**src/pkg/trib_bus_pkg.sv**
```systemverilog
package trib_bus_pkg;
    // frame geometry of one interleaved structure
    localparam int unsigned ROWS = 9;
    localparam int unsigned COLS = 270;
    localparam int unsigned LANES = 4;
    localparam int unsigned FP_ROW = 1;
    localparam int unsigned FP_COL = 7;
    localparam int unsigned PAYLOAD_FIRST_COL = 16;
    localparam int unsigned PAYLOAD_LAST_COL = 270;
    localparam int unsigned FIXED_LAST_COL = 18;
    localparam int unsigned T1_STRIDE = 84;
    localparam int unsigned E1_STRIDE = 63;
    localparam int unsigned T1_PER_SPE = 28;
    localparam int unsigned E1_PER_SPE = 21;
    localparam int unsigned SPES = 3;
    localparam int unsigned FRAME_PERIOD_NS = 125000;
    localparam int unsigned BUS_CLK_KHZ = 77760;
    localparam int unsigned STRUCT_RATE_KBPS = 19440;
    // payload type carried in one envelope
    typedef enum logic [2:0] {
        TRIB_NONE, TRIB_T1, TRIB_E1, TRIB_DS3, TRIB_E3, TRIB_VT15, TRIB_VT2
    } trib_type_e;
endpackage : trib_bus_pkg

```
**src/hdl/tributary_bus_frame_mapper.sv**
```systemverilog
// Overview of operation
// RQ1: four 19.44 Mbit/s structures byte-interleaved on the 77.76 MHz bus.
// RQ2: payload only in envelope octets of columns 16 to 270.
// RQ3: add and drop frame pulses mark row 1 column 7.
// RQ4: add and drop buses align independently from their own pulses.
// RQ5: an envelope holds 28 T1, 21 E1, one DS3 or one E3.
// RQ6: each envelope configured, added and dropped independently.
// RQ7: transparent tributaries mix only with matching T1 or E1 family; the code does not check this and flags only type codes above TRIB_VT2.
// RQ8: board drives both reference clocks from one source, fixed offset.
// RQ9: frame frequency and alignment fixed by clock and frame pulses.
// RQ10: frequency offsets absorbed by floating tributaries with start and valid.
// RQ11: synchronous transparent mode carries pointers instead of start/valid.
// RQ12: locked structure fixes the TU-3 position in the frame.
// RQ13: tributaries named envelope,tributary; DS3/E3 use index one.
// RQ14: columns 16 to 18 idle for T1, E1 and transparent tributaries.
// RQ15: T1 s,t sits at bus column 18+s+3(t-1) plus 0, 84, 168.
// RQ16: E1 s,t sits at bus column 18+s+3(t-1) plus 0, 63, 126, 189.
// RQ17: up to four such devices share the bus at 77.76 MHz.
// RQ18: fast source sends extra octet in V3/H3; slow one skips next.
// RQ19: frame is 9 rows by 270 columns, every 125 us, row by row.
module tributary_bus_frame_mapper #(
    parameter int unsigned DEV_LANE = 0
) (
    input wire logic core_clk,
    input wire logic rstn,
    input wire logic add_frame_pulse,
    input wire logic drop_frame_pulse,
    input wire logic [2:0] spe1_type,
    input wire logic [2:0] spe2_type,
    input wire logic [2:0] spe3_type,
    input wire logic sync_vtrib,
    input wire logic [7:0] drop_src_data,
    input wire logic drop_src_valid,
    input wire logic drop_src_start,
    input wire logic [7:0] add_bus_data,
    input wire logic add_payload_valid,
    input wire logic add_trib_start,
    output logic [7:0] drop_bus_data,
    output logic drop_payload_valid,
    output logic drop_trib_start,
    output logic drop_bus_oe,
    output logic [7:0] add_sink_data,
    output logic add_sink_valid,
    output logic add_sink_start,
    output logic [1:0] add_sink_spe,
    output logic [4:0] add_sink_trib,
    output logic [8:0] drop_col,
    output logic [3:0] drop_row,
    output logic config_error
);
    localparam logic [1:0] LANE_LAST = 2'(trib_bus_pkg::LANES - 1);
    localparam logic [8:0] COL_LAST = 9'(trib_bus_pkg::COLS);
    localparam logic [3:0] ROW_LAST = 4'(trib_bus_pkg::ROWS);
    localparam logic [8:0] COL_FP = 9'(trib_bus_pkg::FP_COL);
    localparam logic [3:0] ROW_FP = 4'(trib_bus_pkg::FP_ROW);
    localparam logic [8:0] COL_PAY = 9'(trib_bus_pkg::PAYLOAD_FIRST_COL);
    localparam logic [8:0] COL_FIX = 9'(trib_bus_pkg::FIXED_LAST_COL);
    localparam logic [1:0] OWN_LANE = 2'(DEV_LANE);

    // drop and add side counters: lane, column, row
    logic [1:0] d_lane_q, a_lane_q;
    logic [8:0] d_col_q, a_col_q;
    logic [3:0] d_row_q, a_row_q;
    logic [2:0] type_q [3];

    // RQ6 envelope config
    always_ff @(posedge core_clk or negedge rstn) begin
        if (!rstn) begin
            type_q[0] <= 3'h0;
            type_q[1] <= 3'h0;
            type_q[2] <= 3'h0;
        end else begin
            type_q[0] <= spe1_type;
            type_q[1] <= spe2_type;
            type_q[2] <= spe3_type;
        end
    end

    // RQ3 frame pulse lands on the octet after row 1 col 7 lane 0 reload
    wire d_lane_wrap = (d_lane_q == LANE_LAST);
    wire a_lane_wrap = (a_lane_q == LANE_LAST);
    wire d_col_wrap = d_lane_wrap && (d_col_q == COL_LAST);
    wire a_col_wrap = a_lane_wrap && (a_col_q == COL_LAST);

    // RQ4 RQ9 drop counter realigned only by its own pulse
    always_ff @(posedge core_clk or negedge rstn) begin
        if (!rstn) begin
            d_lane_q <= 2'h0;
            d_col_q <= 9'h001;
            d_row_q <= 4'h1;
        end else if (drop_frame_pulse) begin
            d_lane_q <= 2'h1;
            d_col_q <= COL_FP;
            d_row_q <= ROW_FP;
        end else begin
            d_lane_q <= d_lane_q + 2'h1;
            if (d_lane_wrap) begin
                d_col_q <= d_col_wrap ? 9'h001 : d_col_q + 9'h001;
            end
            if (d_col_wrap) begin
                d_row_q <= (d_row_q == ROW_LAST) ? 4'h1 : d_row_q + 4'h1;
            end
        end
    end

    // RQ4 RQ9 add counter, independent alignment
    always_ff @(posedge core_clk or negedge rstn) begin
        if (!rstn) begin
            a_lane_q <= 2'h0;
            a_col_q <= 9'h001;
            a_row_q <= 4'h1;
        end else if (add_frame_pulse) begin
            a_lane_q <= 2'h1;
            a_col_q <= COL_FP;
            a_row_q <= ROW_FP;
        end else begin
            a_lane_q <= a_lane_q + 2'h1;
            if (a_lane_wrap) begin
                a_col_q <= a_col_wrap ? 9'h001 : a_col_q + 9'h001;
            end
            if (a_col_wrap) begin
                a_row_q <= (a_row_q == ROW_LAST) ? 4'h1 : a_row_q + 4'h1;
            end
        end
    end

    // RQ15 RQ16 RQ13 column decode: c-19 = 3*(t-1)+(s-1) within a group
    function automatic logic [9:0] col_decode(input logic [8:0] col,
                                              input logic [2:0] t0,
                                              input logic [2:0] t1,
                                              input logic [2:0] t2);
        logic [8:0] off;
        logic [8:0] grp;
        logic [1:0] spe;
        logic [4:0] trib;
        logic [2:0] ty;
        logic ok;
        grp = 9'h000;
        off = col - 9'd19;
        // interleave of the three envelopes starts at column 16, not 19
        spe = 2'((col - COL_PAY) % 9'd3);
        ty = (spe == 2'd0) ? t0 : (spe == 2'd1) ? t1 : t2;
        ok = 1'b0;
        trib = 5'h00;
        if (col >= COL_PAY) begin
            if (ty == 3'(trib_bus_pkg::TRIB_DS3) || ty == 3'(trib_bus_pkg::TRIB_E3)) begin
                // RQ12 fixed single-channel envelope, index 1
                ok = 1'b1;
                trib = 5'h01;
            end else if (col > COL_FIX && ty != 3'(trib_bus_pkg::TRIB_NONE)) begin
                // RQ14 columns 16-18 stay idle here
                ok = 1'b1;
                if (ty == 3'(trib_bus_pkg::TRIB_T1) || ty == 3'(trib_bus_pkg::TRIB_VT15)) begin
                    grp = off % 9'(trib_bus_pkg::T1_STRIDE);
                end else begin
                    grp = off % 9'(trib_bus_pkg::E1_STRIDE);
                end
                // RQ5 28 or 21 tributaries per envelope
                trib = 5'(grp / 9'd3 + 9'd1);
            end
        end
        col_decode = {ok, spe, trib, 2'b00};
    endfunction

    wire [9:0] d_dec = col_decode(d_col_q, type_q[0], type_q[1], type_q[2]);
    wire [9:0] a_dec = col_decode(a_col_q, type_q[0], type_q[1], type_q[2]);
    // RQ1 RQ17 this device owns one byte lane of four
    wire d_slot = (d_lane_q == OWN_LANE) && d_dec[9];
    wire a_slot = (a_lane_q == OWN_LANE) && a_dec[9];

    // RQ7 only a type code above TRIB_VT2 is flagged; mixing transparent with the wrong family is not checked
    logic cfg_bad;
    always_comb begin
        cfg_bad = 1'b0;
        for (int i = 0; i < 3; i++) begin
            if (type_q[i] > 3'(trib_bus_pkg::TRIB_VT2)) begin
                cfg_bad = 1'b1;
            end
        end
    end

    // RQ10 RQ11 RQ18 drop side: float via start/valid unless synchronous
    always_ff @(posedge core_clk or negedge rstn) begin
        if (!rstn) begin
            drop_bus_data <= 8'h00;
            drop_payload_valid <= 1'b0;
            drop_trib_start <= 1'b0;
            drop_bus_oe <= 1'b0;
        end else begin
            drop_bus_oe <= d_slot;
            drop_bus_data <= d_slot ? drop_src_data : 8'h00;
            drop_payload_valid <= d_slot && (drop_src_valid || sync_vtrib);
            drop_trib_start <= d_slot && drop_src_start && !sync_vtrib;
        end
    end

    // RQ2 RQ10 add side: payload octets taken when valid, or all of them when synchronous
    always_ff @(posedge core_clk or negedge rstn) begin
        if (!rstn) begin
            add_sink_data <= 8'h00;
            add_sink_valid <= 1'b0;
            add_sink_start <= 1'b0;
            add_sink_spe <= 2'h0;
            add_sink_trib <= 5'h00;
        end else begin
            add_sink_data <= add_bus_data;
            add_sink_valid <= a_slot && (add_payload_valid || sync_vtrib);
            add_sink_start <= a_slot && add_trib_start && !sync_vtrib;
            add_sink_spe <= a_dec[8:7];
            add_sink_trib <= a_dec[6:2];
        end
    end

    always_ff @(posedge core_clk or negedge rstn) begin
        if (!rstn) begin
            drop_col <= 9'h001;
            drop_row <= 4'h1;
            config_error <= 1'b0;
        end else begin
            drop_col <= d_col_q;
            drop_row <= d_row_q;
            config_error <= cfg_bad;
        end
    end

    // RQ5 envelope type behind the current drop octet
    wire [2:0] d_ty = type_q[d_dec[8:7]];
    wire d_wide = (d_ty == 3'(trib_bus_pkg::TRIB_DS3)) || (d_ty == 3'(trib_bus_pkg::TRIB_E3));
    wire d_narrow = (d_ty == 3'(trib_bus_pkg::TRIB_T1)) || (d_ty == 3'(trib_bus_pkg::TRIB_VT15));
    localparam logic [4:0] T1_MAX = 5'(trib_bus_pkg::T1_PER_SPE);
    localparam logic [4:0] E1_MAX = 5'(trib_bus_pkg::E1_PER_SPE);
endmodule : tributary_bus_frame_mapper

```
**config.mk**
```make
export PLATFORM = sky130hd
export DESIGN_NAME = tributary_bus_frame_mapper
export DESIGN_NICKNAME = d
export VERILOG_FILES = /design/src/pkg/trib_bus_pkg.sv /design/src/hdl/tributary_bus_frame_mapper.sv
export SDC_FILE = /design/constraint.sdc
export NUM_CORES = 1
export LEC_CHECK = 0
export ABC_CLOCK_PERIOD_IN_PS = 26600
export BUFFER_PORTS_ARGS = -buffer_cell sky130_fd_sc_hd__buf_2
export CAP_MARGIN = 20
export CORE_MARGIN = 5
export CORE_UTILIZATION = 30
export CTS_CLUSTER_DIAMETER = 50
export CTS_CLUSTER_SIZE = 30
export DETAILED_ROUTE_END_ITERATION = 8
export PLACE_DENSITY_LB_ADDON = 0.1
export SLEW_MARGIN = 20
export SYNTH_ARGS = -nofsm -noshare
export SYNTH_HDL_FRONTEND = slang
export SYNTH_SLANG_ARGS = --single-unit
```
**constraint.sdc**
```tcl
create_clock -name core_clk -period 26.6 [get_ports core_clk]
set_input_delay 2.66 -clock core_clk [delete_from_list [all_inputs] [get_ports core_clk]]
set_output_delay 2.66 -clock core_clk [all_outputs]
set_load 0.05 [all_outputs]
```
Word level (Yosys, flattened, before mapping)

Index checks and enable logic that the tools add are counted.
Widths: inputs -> output; s select.

Flip-flop bits (word level): 77
Logic and storage cells: 113

Add/sub/neg operators: 9
Div/mod/pow operators: 5
Order comparisons: 7
Equal/unequal tests: 13
Mux-type cells: 32
Reductions and logical operators: 27

Operators by type and width:

| operator            | number |
|---|---|
| $mux 9              | 10 |
| $sub 9x5->9 const B | 3 |
| $add 9x1->9 const B | 2 |
| $eq 9x9->1 const B  | 2 |
| $ge 9x5->1 const B  | 2 |
| $gt 9x5->1 const B  | 2 |
| $mod 9x2->9 const B | 2 |
| $mux 5              | 3 |
| $logic_and 1x1->1   | 12 |
| $mux 3              | 4 |
| $mux 4              | 3 |
| $div 9x2->9 const B | 1 |
| $eq 3x3->1 const B  | 3 |
| $gt 3x3->1 const B  | 3 |
| $mod 9x6->9 const B | 1 |
| $mod 9x7->9 const B | 1 |
| $mux 1              | 9 |
| $logic_not 2->1     | 4 |
| $mux 8              | 1 |
| $eq 3x2->1 const B  | 2 |
| $reduce_bool 2->1   | 3 |
| $reduce_bool 3->1   | 2 |
| $add 5x1->5 const B | 1 |
| $logic_or 1x1->1    | 5 |
| other kinds (8)     | 12 |

Longest topological paths before layout

Gate-level depths: netlist of the first run.

Depth in word-level cells: 16
Mapped depth: 94

Worst setup path before layout of the first run

OpenSTA, ideal clock, no wires.

Path kind: register to register
From: register a_col_q[5]
To: register add_sink_trib[4]
Library setup time: 0.119 ns
Arrival: 18.806 ns
Data required time: 26.481 ns
Slack: 7.676 ns
Stages on the path, launching flop included: 90
Path through: dfrtp_1 > clkbuf_1 > inv_1 > ha_1 > xnor2_1 > a21oi_1 > ha_1 > or2_2 > a2111o_1 > and3_1 > buf_6 > nor4_4 > a221oi_1 > a21o_1 > buf_2 > o32ai_1 > a221oi_1 > a211oi_1 > (+54 left out) > and4_1 > o21a_1 > or4_4 > ha_1 > and2_0 > or3_1 > mux2i_1 > ha_1 > a21oi_1 > nand2_1 > a41oi_1 > mux2i_1 > a31oi_1 > o21ai_1 > ha_1 > nand3_1 > xnor2_1 > nor2_1

Longest elaborated chain between the ends: 16
Elaborated cells between the ends (all ways): 28

Ends and longest elaborated chain:

| item                                            | RTL line                          | text |
|---|---|---|
| start, declared                                 | tributary_bus_frame_mapper.sv:62  | `logic [8:0] d_col_q, a_col_q;` |
| start signal, assigned                          | tributary_bus_frame_mapper.sv:119 | `a_col_q <= a_col_wrap ? 9'h001 : a_col_q + 9'h001;` |
| $sub 9x5->9                                     | tributary_bus_frame_mapper.sv:141 | `spe = 2'((col - COL_PAY) % 9'd3);` |
| $mod 9x2->9                                     | tributary_bus_frame_mapper.sv:141 |  |
| $eq 2x1->1                                      | tributary_bus_frame_mapper.sv:142 | `ty = (spe == 2'd0) ? t0 : (spe == 2'd1) ? t1 : t2;` |
| $mux 3 (2 in a row)                             | tributary_bus_frame_mapper.sv:142 |  |
| $eq 3x1->1 / $eq 3x3->1 (equally long branches) | tributary_bus_frame_mapper.sv:153 | `if (ty == 3'(trib_bus_pkg::TRIB_T1) \|\| ty == 3'(trib_bus_pkg::TRIB_VT15)) begin` |
| $logic_or 1x1->1                                | tributary_bus_frame_mapper.sv:153 |  |
| $mux 9                                          | tributary_bus_frame_mapper.sv:153 |  |
| $mux 9                                          | tributary_bus_frame_mapper.sv:150 | `end else if (col > COL_FIX && ty != 3'(trib_bus_pkg::TRIB_NONE)) begin` |
| $mux 9                                          | tributary_bus_frame_mapper.sv:146 | `if (ty == 3'(trib_bus_pkg::TRIB_DS3) \|\| ty == 3'(trib_bus_pkg::TRIB_E3)) begin` |
| $mux 9                                          | tributary_bus_frame_mapper.sv:145 | `if (col >= COL_PAY) begin` |
| $div 9x2->9                                     | tributary_bus_frame_mapper.sv:159 | `trib = 5'(grp / 9'd3 + 9'd1);` |
| $add 5x1->5                                     | tributary_bus_frame_mapper.sv:159 |  |
| $mux 5                                          | tributary_bus_frame_mapper.sv:150 |  |
| $mux 5                                          | tributary_bus_frame_mapper.sv:146 |  |
| $mux 5 (*)                                      | tributary_bus_frame_mapper.sv:145 |  |
| named net a_dec[6]                              | tributary_bus_frame_mapper.sv:166 | `wire [9:0] a_dec = col_decode(a_col_q, type_q[0], type_q[1], type_q[2]);` |
| end signal, assigned                            | tributary_bus_frame_mapper.sv:210 | `add_sink_trib <= a_dec[6:2];` |
| end, declared                                   | tributary_bus_frame_mapper.sv:46  | `output logic [4:0] add_sink_trib,` |

The timed path passes the listed nets; every way through them passes the cells marked *. The select of a mux whose other input is x is not followed.
A chain may end at the register's enable or synchronous reset.

Worst setup path in the final report of the first run

From: register a_col_q[4]
To: register add_sink_trib[4]

Same word-level chain as after synthesis.

==> metrics.txt, run 1 <==
die area around 0.033 sq mm; Slowest Stage Delay on Critical Path roughly 800 ps; Num CTS Buffers 9; Post-CTS Resized 0; grt met3 use 2.57%; Cells after Synth between 1000 and 1500; post-synth top area cell dfrtp_1; hold depth 0; Clock Skew between 9 and 10 ps; RSZ-0062 raised after global routing false; # fillers 3196; crit path kind flip-flop to flip-flop; Layout area overhead 11.7%; antenna-violating nets left 0; clk_lat worst skew 330 ps; grt total ovfl 0; final setup fails 0; Die Y approximately 180 um; most used cell, CP ha_1; met1 usage between 20 and 25%; most common cell after layout, fill and taps aside nor2_1; CORE AREA approximately 0.030 sq mm; async set-reset flop share out of synthesis 100%; Total Routing Usage GR between 10% and 20%; first-pass GRT wire length ~45000 um; crit path time final 22530 ps; Critical Path AT 22750 ps; Synth Warn # 0; slowest CP cell dfrtp_1; Mapped Area 0.00894 sq mm; post-synth top area share 20.2%; via count between 8000 and 9000; clk root buf clkbuf_16; layer with the highest usage met2; htree depth 3; ranking of synthesized cells by area dfrtp_1, ha_1, xnor2_1; relative slew slack ~40%; most frequent cells in the layout nor2_1, nand2_1, buf_2; Syn Area/Cell between 7 and 8 sq um; Initial Util ~30%; CP required about 27000 ps; dominant synthesized flop cell dfrtp_1; worst-case clock buffer depth 2; Top Family by Delay on Critical Path compound AO/OA/AOI/OAI gates; cts hold-fix bufs 0; CTS tree yes; Final period util a little over four fifths; setup slack after layout between 4000 and 5000 ps; Final Wtd Congestion about 0.88; I/O pin cnt between 70 and 80; die width 183 um; GR Util met2 26.0%; initial DRC count about 740; vias in the first global route roughly 8400; R2R cell count 85; Worst Path Max Fanout 26; Max Fclk between 40 and 50 MHz; Worst Tran Pin Value around 900 ps; status completed; CP Launch Type flip-flop; largest net degree at the start of global routing ~80; Levels on crit path 85; Syn Nets approximately 1200; setup bufs post-CTS 0; sequential cell area fraction in the yosys report between 20 and 25%; setup_tns 0 ps; Avg Vias per Cell 5.54; max cap viols 0; layout cells sized above 1 ~13%; EDFF count, synth 0; post-DP HPWL 21400 um; drc violations 0; fin nets 1291; initial antenna violation count 0; drt total wl between 20000 and 30000 um; Buf+Inv Stages, Crit Path 6; crit end category flip-flop; wire length per cell approximately 17 um; Yosys reg bits 77; Clock Sinks between 70 and 80; pre-CTS setup slack 4320 ps; Netlist cell types between 100 and 150; drt first pass iters 5; number of port buffers 75; worst min path class flip-flop to flip-flop; Final Slew Violations 0; floorplan row count between 60 and 70; clock-pin slew on the worst setup and hold paths ~60 ps; final hold violation count 0
[kinds of logic (layout without fill, tap and decap cells)]
logic type               count (synthesis)  count (layout)  synth area share [%]
buffers and inverters                  109             164                  4.98
AO/OA/AOI/OAI                          362             362                  29.3
adder cells (fa/ha/maj)                 54              54                  7.56
multiplexers                            29              29                  3.35
XOR/XNOR                                72              72                  7.05
flip-flops                              77              77                  21.6
other                                    0               1                     0
AND/OR/NAND/NOR                        450             450                  26.1
[per-stage QoR]
stage	instances	area [sq um]	util [%]	hold slack, ps
after CTS	1598	9980	33.8	392
after global routing	1598	9980	33.8	397
after global placement	1581	9660	32.7	397
final	1599	9980	33.8	392
after floorplan	1153	8940	-	352
after detailed placement	1582	9670	32.7	398
[metal layers]
layer / wire [um] / share of wire [%]
met1: 13500 / 49
met2: 12900 / 47
met3: 1050 / 3.8
met4: 305 / 1.1
met5: 0 / 0
[final timing paths]
path,startpoint,slack (ps),endpoint
max in group asynchronous,rstn,23770,a_col_q[6]$_DFFE_PN0P_
max,a_col_q[4]$_DFFE_PN0P_,4070,add_sink_trib[4]$_DFF_PN0_
max reg2reg,a_col_q[4]$_DFFE_PN0P_,4070,add_sink_trib[4]$_DFF_PN0_
min reg2reg,d_row_q[0]$_DFFE_PN1P_,390,drop_row[0]$_DFF_PN1_
min in group asynchronous,rstn,2340,d_col_q[7]$_DFFE_PN0P_
min,d_row_q[0]$_DFFE_PN1P_,390,drop_row[0]$_DFF_PN1_
[layout make-up]
| cell class | count | area, sq um | area share, % |
|---|---|---|---|
| diodes | 1 | 2.50 | 0.0251 |
| clock buffers | 12 | 256 | 2.57 |
| clock inverters | 4 | 53.8 | 0.539 |
| inverters | 63 | 236 | 2.37 |
| multi-input cells | 967 | 6560 | 65.7 |
| flip-flops and latches | 77 | 1930 | 19.4 |
| well taps | 390 | 488 | 4.89 |
| repair buffers | 85 | 454 | 4.55 |
[sequential cells by signal, indices dropped and copies added (netlist names), 2 cells and up]
name,cells
a_lane_q,2
d_row_q,4
type_q,9
add_sink_spe,2
drop_bus_data,8
a_col_q,9
drop_col,9
add_sink_trib,5
add_sink_data,8
d_col_q,9
drop_row,4
d_lane_q,2
[cells in the mapped netlist, drive strengths merged, types with 5 or more instances]
| master | n |
|---|---|
| nand2 | 114 |
| nor2 | 112 |
| o21ai | 74 |
| dfrtp | 72 |
| a21oi | 65 |
| inv | 61 |
| ha | 54 |
| xnor2 | 49 |
| nand3 | 40 |
| nor3 | 38 |
| clkbuf | 28 |
| mux2i | 25 |
| a31oi | 24 |
| xor2 | 23 |
| and2 | 20 |
| a21o | 19 |
| buf | 18 |
| nand4 | 17 |
| a211oi | 16 |
| nand2b | 16 |
| o211ai | 15 |
| o31ai | 15 |
| o22ai | 13 |
| and3 | 12 |
| nor2b | 11 |
| a221oi | 10 |
| or3 | 10 |
| or4 | 10 |
| a211o | 9 |
| a21boi | 9 |
| a22oi | 8 |
| a311oi | 8 |
| nor3b | 8 |
| or2 | 8 |
| and4 | 7 |
| nor4 | 7 |
| a41oi | 6 |
| o211a | 6 |
| o21a | 6 |
| a2111oi | 5 |
| dfstp | 5 |
| o21bai | 5 |
| o31a | 5 |
| o32ai | 5 |
[worst register-to-register path, delay by kind of cell (launching register included)]
family,cells,cell delay [ps]
AO/OA/AOI/OAI,30,7710
XOR/XNOR,5,1270
adder cells (fa/ha/maj),12,4020
buffers and inverters,6,1230
flip-flops,1,800
multiplexers,2,340
AND/OR/NAND/NOR,30,7080
Power of run 1 is left out: the tool's default activity adds up to more than one toggle a clock period on the data nets, which glitch-free logic cannot reach.
==> run 2: changes to the inputs <==
Settings changed: ABC_CLOCK_PERIOD_IN_PS 26600 to 23300.
Clock period 26.6 ns to 23.3 ns, I/O delays scaled along.
==> metrics.txt, run 2 (same netlist as run 1, synthesis figures left out) <==
status completed; CP Launch Type flip-flop; Slowest Stage Delay on Critical Path roughly 700 ps; top sig layer met5; number of port buffers between 70 and 80; Worst Tran Pin Value about 960 ps; drt total wl 27600 um; slowest CP cell or4b_2; first-pass GRT wire length around 45000 um; Layout area overhead 11.5%; RSZ-0062 raised after global routing false; most frequent cells in the layout nor2_1, nand2_1, buf_2; Critical Path AT 21560 ps; relative slew slack 33.9%; CORE AREA just under 0.03 sq mm; clock-pin slew on the worst setup and hold paths roughly 60 ps; die width 183 um; floorplan row count 63; grt total ovfl 0; Final period util 91.6%; via count roughly 8800; Avg Vias per Cell between 5 and 6; Total Routing Usage GR 16.1%; hold endpoint drop_row[0]$_DFF_PN1_; setup_tns 0 ps; worst-case clock buffer depth 2; worst min path class flip-flop to flip-flop; crit path time final approximately 21000 ps; crit path kind flip-flop to flip-flop; drt first pass iters 5; Max Fclk 46.9 MHz; min-delay src d_row_q[0]$_DFFE_PN1P_; met2 WL 13000 um; diode count 0; most common cell after layout, fill and taps aside nor2_1; met1 WL between 10000 and 15000 um; most used cell, CP ha_1; initial DRC count 640; CTS tree yes; Initial Util between 30% and 40%; final hold violation count 0; Die Y between 150 and 200 um; layout cells sized above 1 between 10% and 20%; Final Slew Violations 0; largest net degree at the start of global routing approximately 80; clk root buf clkbuf_16; Buf+Inv Stages, Crit Path 5; fin nets around 1300; clk_lat worst skew ~330 ps; final setup fails 0; Clock Skew 5.22 ps; Top Family by Delay on Critical Path compound AO/OA/AOI/OAI gates; drc violations 0; dpl cell area 0.00965 sq mm; vias in the first global route roughly 8400; # fillers about 3200; hold depth 0; wire length per cell 17.3 um; CP required between 20000 and 25000 ps; Num CTS Buffers 9; flop2flop setup slack between 1500 and 2000 ps; R2R cell count between 80 and 90; post-DP HPWL 21300 um; crit end category flip-flop; Worst Path Max Fanout 22; final instance area about 0.01 sq mm; max cap viols 0; R2R Path Start a_col_q[4]$_DFFE_PN0P_; initial antenna violation count 1; worst flop-to-flop path endpoint add_sink_trib[4]$_DFF_PN0_; htree depth 3; antenna-violating nets left 0; die area 0.0333 sq mm; met3 wire length between 900 and 1000 um; Final Wtd Congestion 0.849; I/O pin cnt 76; Clock Sinks 77
## run 2: layout make-up
cell class              count  area, sq um  share of cell area, %
clock inverters             5         36.3                  0.364
multi-input cells         967         6590                   66.1
well taps                 390          488                   4.90
repair buffers             83          439                   4.41
clock buffers              11          243                   2.44
flip-flops and latches     77         1930                   19.4
inverters                  63          236                   2.37
## run 2: worst max-delay path by stage
stage	start	to	slack, ps	cells past startpoint
5_1_grt	a_col_q[4]$_DFFE_PN0P_	add_sink_trib[4]$_DFF_PN0_	50	84
3_5_place_dp	a_col_q[4]$_DFFE_PN0P_	add_sink_trib[4]$_DFF_PN0_	890	84
3_3_place_gp	a_col_q[4]$_DFFE_PN0P_	add_sink_trib[4]$_DFF_PN0_	1530	85
6_report	a_col_q[4]$_DFFE_PN0P_	add_sink_trib[4]$_DFF_PN0_	1970	84
2_1_floorplan	a_col_q[5]$_DFFE_PN0P_	add_sink_trib[4]$_DFF_PN0_	4380	89
4_1_cts	a_col_q[4]$_DFFE_PN0P_	add_sink_trib[4]$_DFF_PN0_	840	84
## run 2: worst reg2reg max path: cells and delay by family, from the launching register on
family                     cells  cell delay, ps
adders and majority gates     12            4000
muxes                          2             300
and+or+nand+nor               28            6780
buffers and inverters          5             780
xor gates and xnor gates       4             890
AOI/OAI and AO/OA             33            7860
DFF                            1             600
## run 2: through the flow
step	setup slack [ps]	cells	utilization, %	hold WS [ps]
2_1_floorplan	4380	1153	-	352
3_3_place_gp	1530	1579	32.6	401
3_5_place_dp	891	1580	32.7	397
4_1_cts	838	1596	33.6	401
5_1_grt	52.4	1596	33.7	411
6_report	1970	1596	33.7	399
## run 2: timing repair
item                       in CTS  in global routing
setup buffers                   0                  0
gates resized for setup         0                  5
hold buffers                    0                  0
setup endpoints to repair       0                  5
## run 2: per-layer routing
layer	GRT usage, %	vias to the layer above
li1	-	4395
met1	22.8	4231
met2	26.6	172
met3	2.51	27
met4	2.16	2
met5	0	-
Power of run 2 is left out for the same reason.
==> run 3: changes to the inputs <==
Settings changed: CTS_BUF_LIST from default to sky130_fd_sc_hd__clkbuf_16, CTS_CLUSTER_DIAMETER 50 to 150.
==> metrics.txt, run 3 (same netlist as run 1, synthesis figures left out) <==
wire length per cell about 17 um; hold depth 0; die width between 150 and 200 um; RSZ-0062 raised after global routing false; largest net degree at the start of global routing between 70 and 80; R2R Path Start a_col_q[4]$_DFFE_PN0P_; fin nets about 1300; slowest CP cell or4b_2; drc violations 0; most common cell after layout, fill and taps aside nor2_1; drt total wl 27500 um; antenna-violating nets left 0; Total Routing Usage GR roughly 16%; CP required roughly 24000 ps; floorplan row count 63; post-DP HPWL roughly 21000 um; Avg Vias per Cell roughly 5.5; hold endpoint drop_row[0]$_DFF_PN1_; die area 0.0333 sq mm; clk root buf clkbuf_16; layout cells sized above 1 a little over an eighth; Max Fclk between 40 and 50 MHz; CORE AREA ~0.030 sq mm; Layout area overhead 11.3%; htree depth 3; clock-pin slew on the worst setup and hold paths about 60 ps; most used cell, CP ha_1; # fillers approximately 3200; Final Slew Violations 0; worst flop-to-flop path endpoint add_sink_trib[4]$_DFF_PN0_; status completed; most frequent cells in the layout nor2_1, nand2_1, buf_2; Multi-input gate area 0.00659 sq mm; crit path time final approximately 21000 ps; R2R cell count 84; first-pass GRT wire length between 40000 and 50000 um; initial antenna violation count 1; max cap viols 0; via count roughly 8800; grt total ovfl 0; crit end category flip-flop; flop2flop setup slack 1980 ps; worst min path class flip-flop to flip-flop; Worst Tran Pin Value 954 ps; CTS tree yes; sequential cell area ~0.0019 sq mm; clk_lat worst skew ~330 ps; min-delay src d_row_q[0]$_DFFE_PN1P_; drt first pass iters 5; final setup fails 0; relative slew slack 34.6%; number of port buffers 75; Final Wtd Congestion 0.849; worst hold slack 399 ps; Clock Sinks 77; final hold violation count 0; Clock Skew between 5 and 6 ps; I/O pin cnt 76; Critical Path AT roughly 22000 ps; crit path kind flip-flop to flip-flop; setup bufs post-CTS 0; initial DRC count between 600 and 700; Die Y 183 um; setup_tns 0 ps; worst-case clock buffer depth 2; Worst Path Max Fanout 22; CP Launch Type flip-flop; vias in the first global route 8366; Final period util approximately nine tenths; Slowest Stage Delay on Critical Path ~700 ps; Num CTS Buffers 9; Initial Util between 30% and 40%; diode count 0
==> run 3: changes by cell type in the layout (fill, tap and decap cells not counted), sizes merged <==
cell and delta:
clkbuf -2, clkinv +1, inv +1
==> run 3: worst max path at each step <==
| stage | start | to | slack, ps | cells past startpoint |
|---|---|---|---|---|
| 4_1_cts | a_col_q[4]$_DFFE_PN0P_ | add_sink_trib[4]$_DFF_PN0_ | 840 | 84 |
| 5_1_grt | a_col_q[4]$_DFFE_PN0P_ | add_sink_trib[4]$_DFF_PN0_ | 50 | 84 |
| 6_report | a_col_q[4]$_DFFE_PN0P_ | add_sink_trib[4]$_DFF_PN0_ | 1980 | 84 |
| 2_1_floorplan | a_col_q[5]$_DFFE_PN0P_ | add_sink_trib[4]$_DFF_PN0_ | 4380 | 89 |
| 3_3_place_gp | a_col_q[4]$_DFFE_PN0P_ | add_sink_trib[4]$_DFF_PN0_ | 1530 | 85 |
| 3_5_place_dp | a_col_q[4]$_DFFE_PN0P_ | add_sink_trib[4]$_DFF_PN0_ | 890 | 84 |
==> run 3: what timing repair did <==
item                                   in CTS  in global routing
hold buffers                                0                  0
gates resized for setup                     0                  5
setup endpoints to repair                   0                  5
endpoints found under the hold margin       0                  0
==> run 3: through the flow <==
stage          std cells  utilization [%]  instance area, sq um  worst slack (ps)
2_1_floorplan       1153                -                  8940              4380
3_3_place_gp        1579             32.6                  9650              1530
3_5_place_dp        1580             32.7                  9650               891
4_1_cts             1596             33.6                  9920               839
5_1_grt             1596             33.7                  9950              52.6
6_report            1596             33.7                  9950              1980
==> run 3: critical path, delay by kind of cell (launching register included) <==
family                   cells  cell delay [ps]
AO/OA/AOI/OAI               33             7860
AND/OR/NAND/NOR             28             6750
adder cells (fa/ha/maj)     12             3990
XOR/XNOR                     4              890
buffers and inverters        5              770
flip-flops                   1              600
multiplexers                 2              300
==> run 3: routing by layer <==
metal	part of all wire (%)	GRT usage [%]
met2	47	26.6
met1	49	22.8
met5	0.040	0
met3	3.5	2.51
met4	0.90	2.16
==> run 3: layout make-up <==
class | instances | area share (%)
multi-input cells | 967 | 66.2
flip-flops and latches | 77 | 19.4
well taps | 390 | 4.90
repair buffers | 83 | 4.41
inverters | 63 | 2.38
clock buffers | 9 | 2.26
clock inverters | 7 | 0.440
Power of run 3 is left out for the same reason.
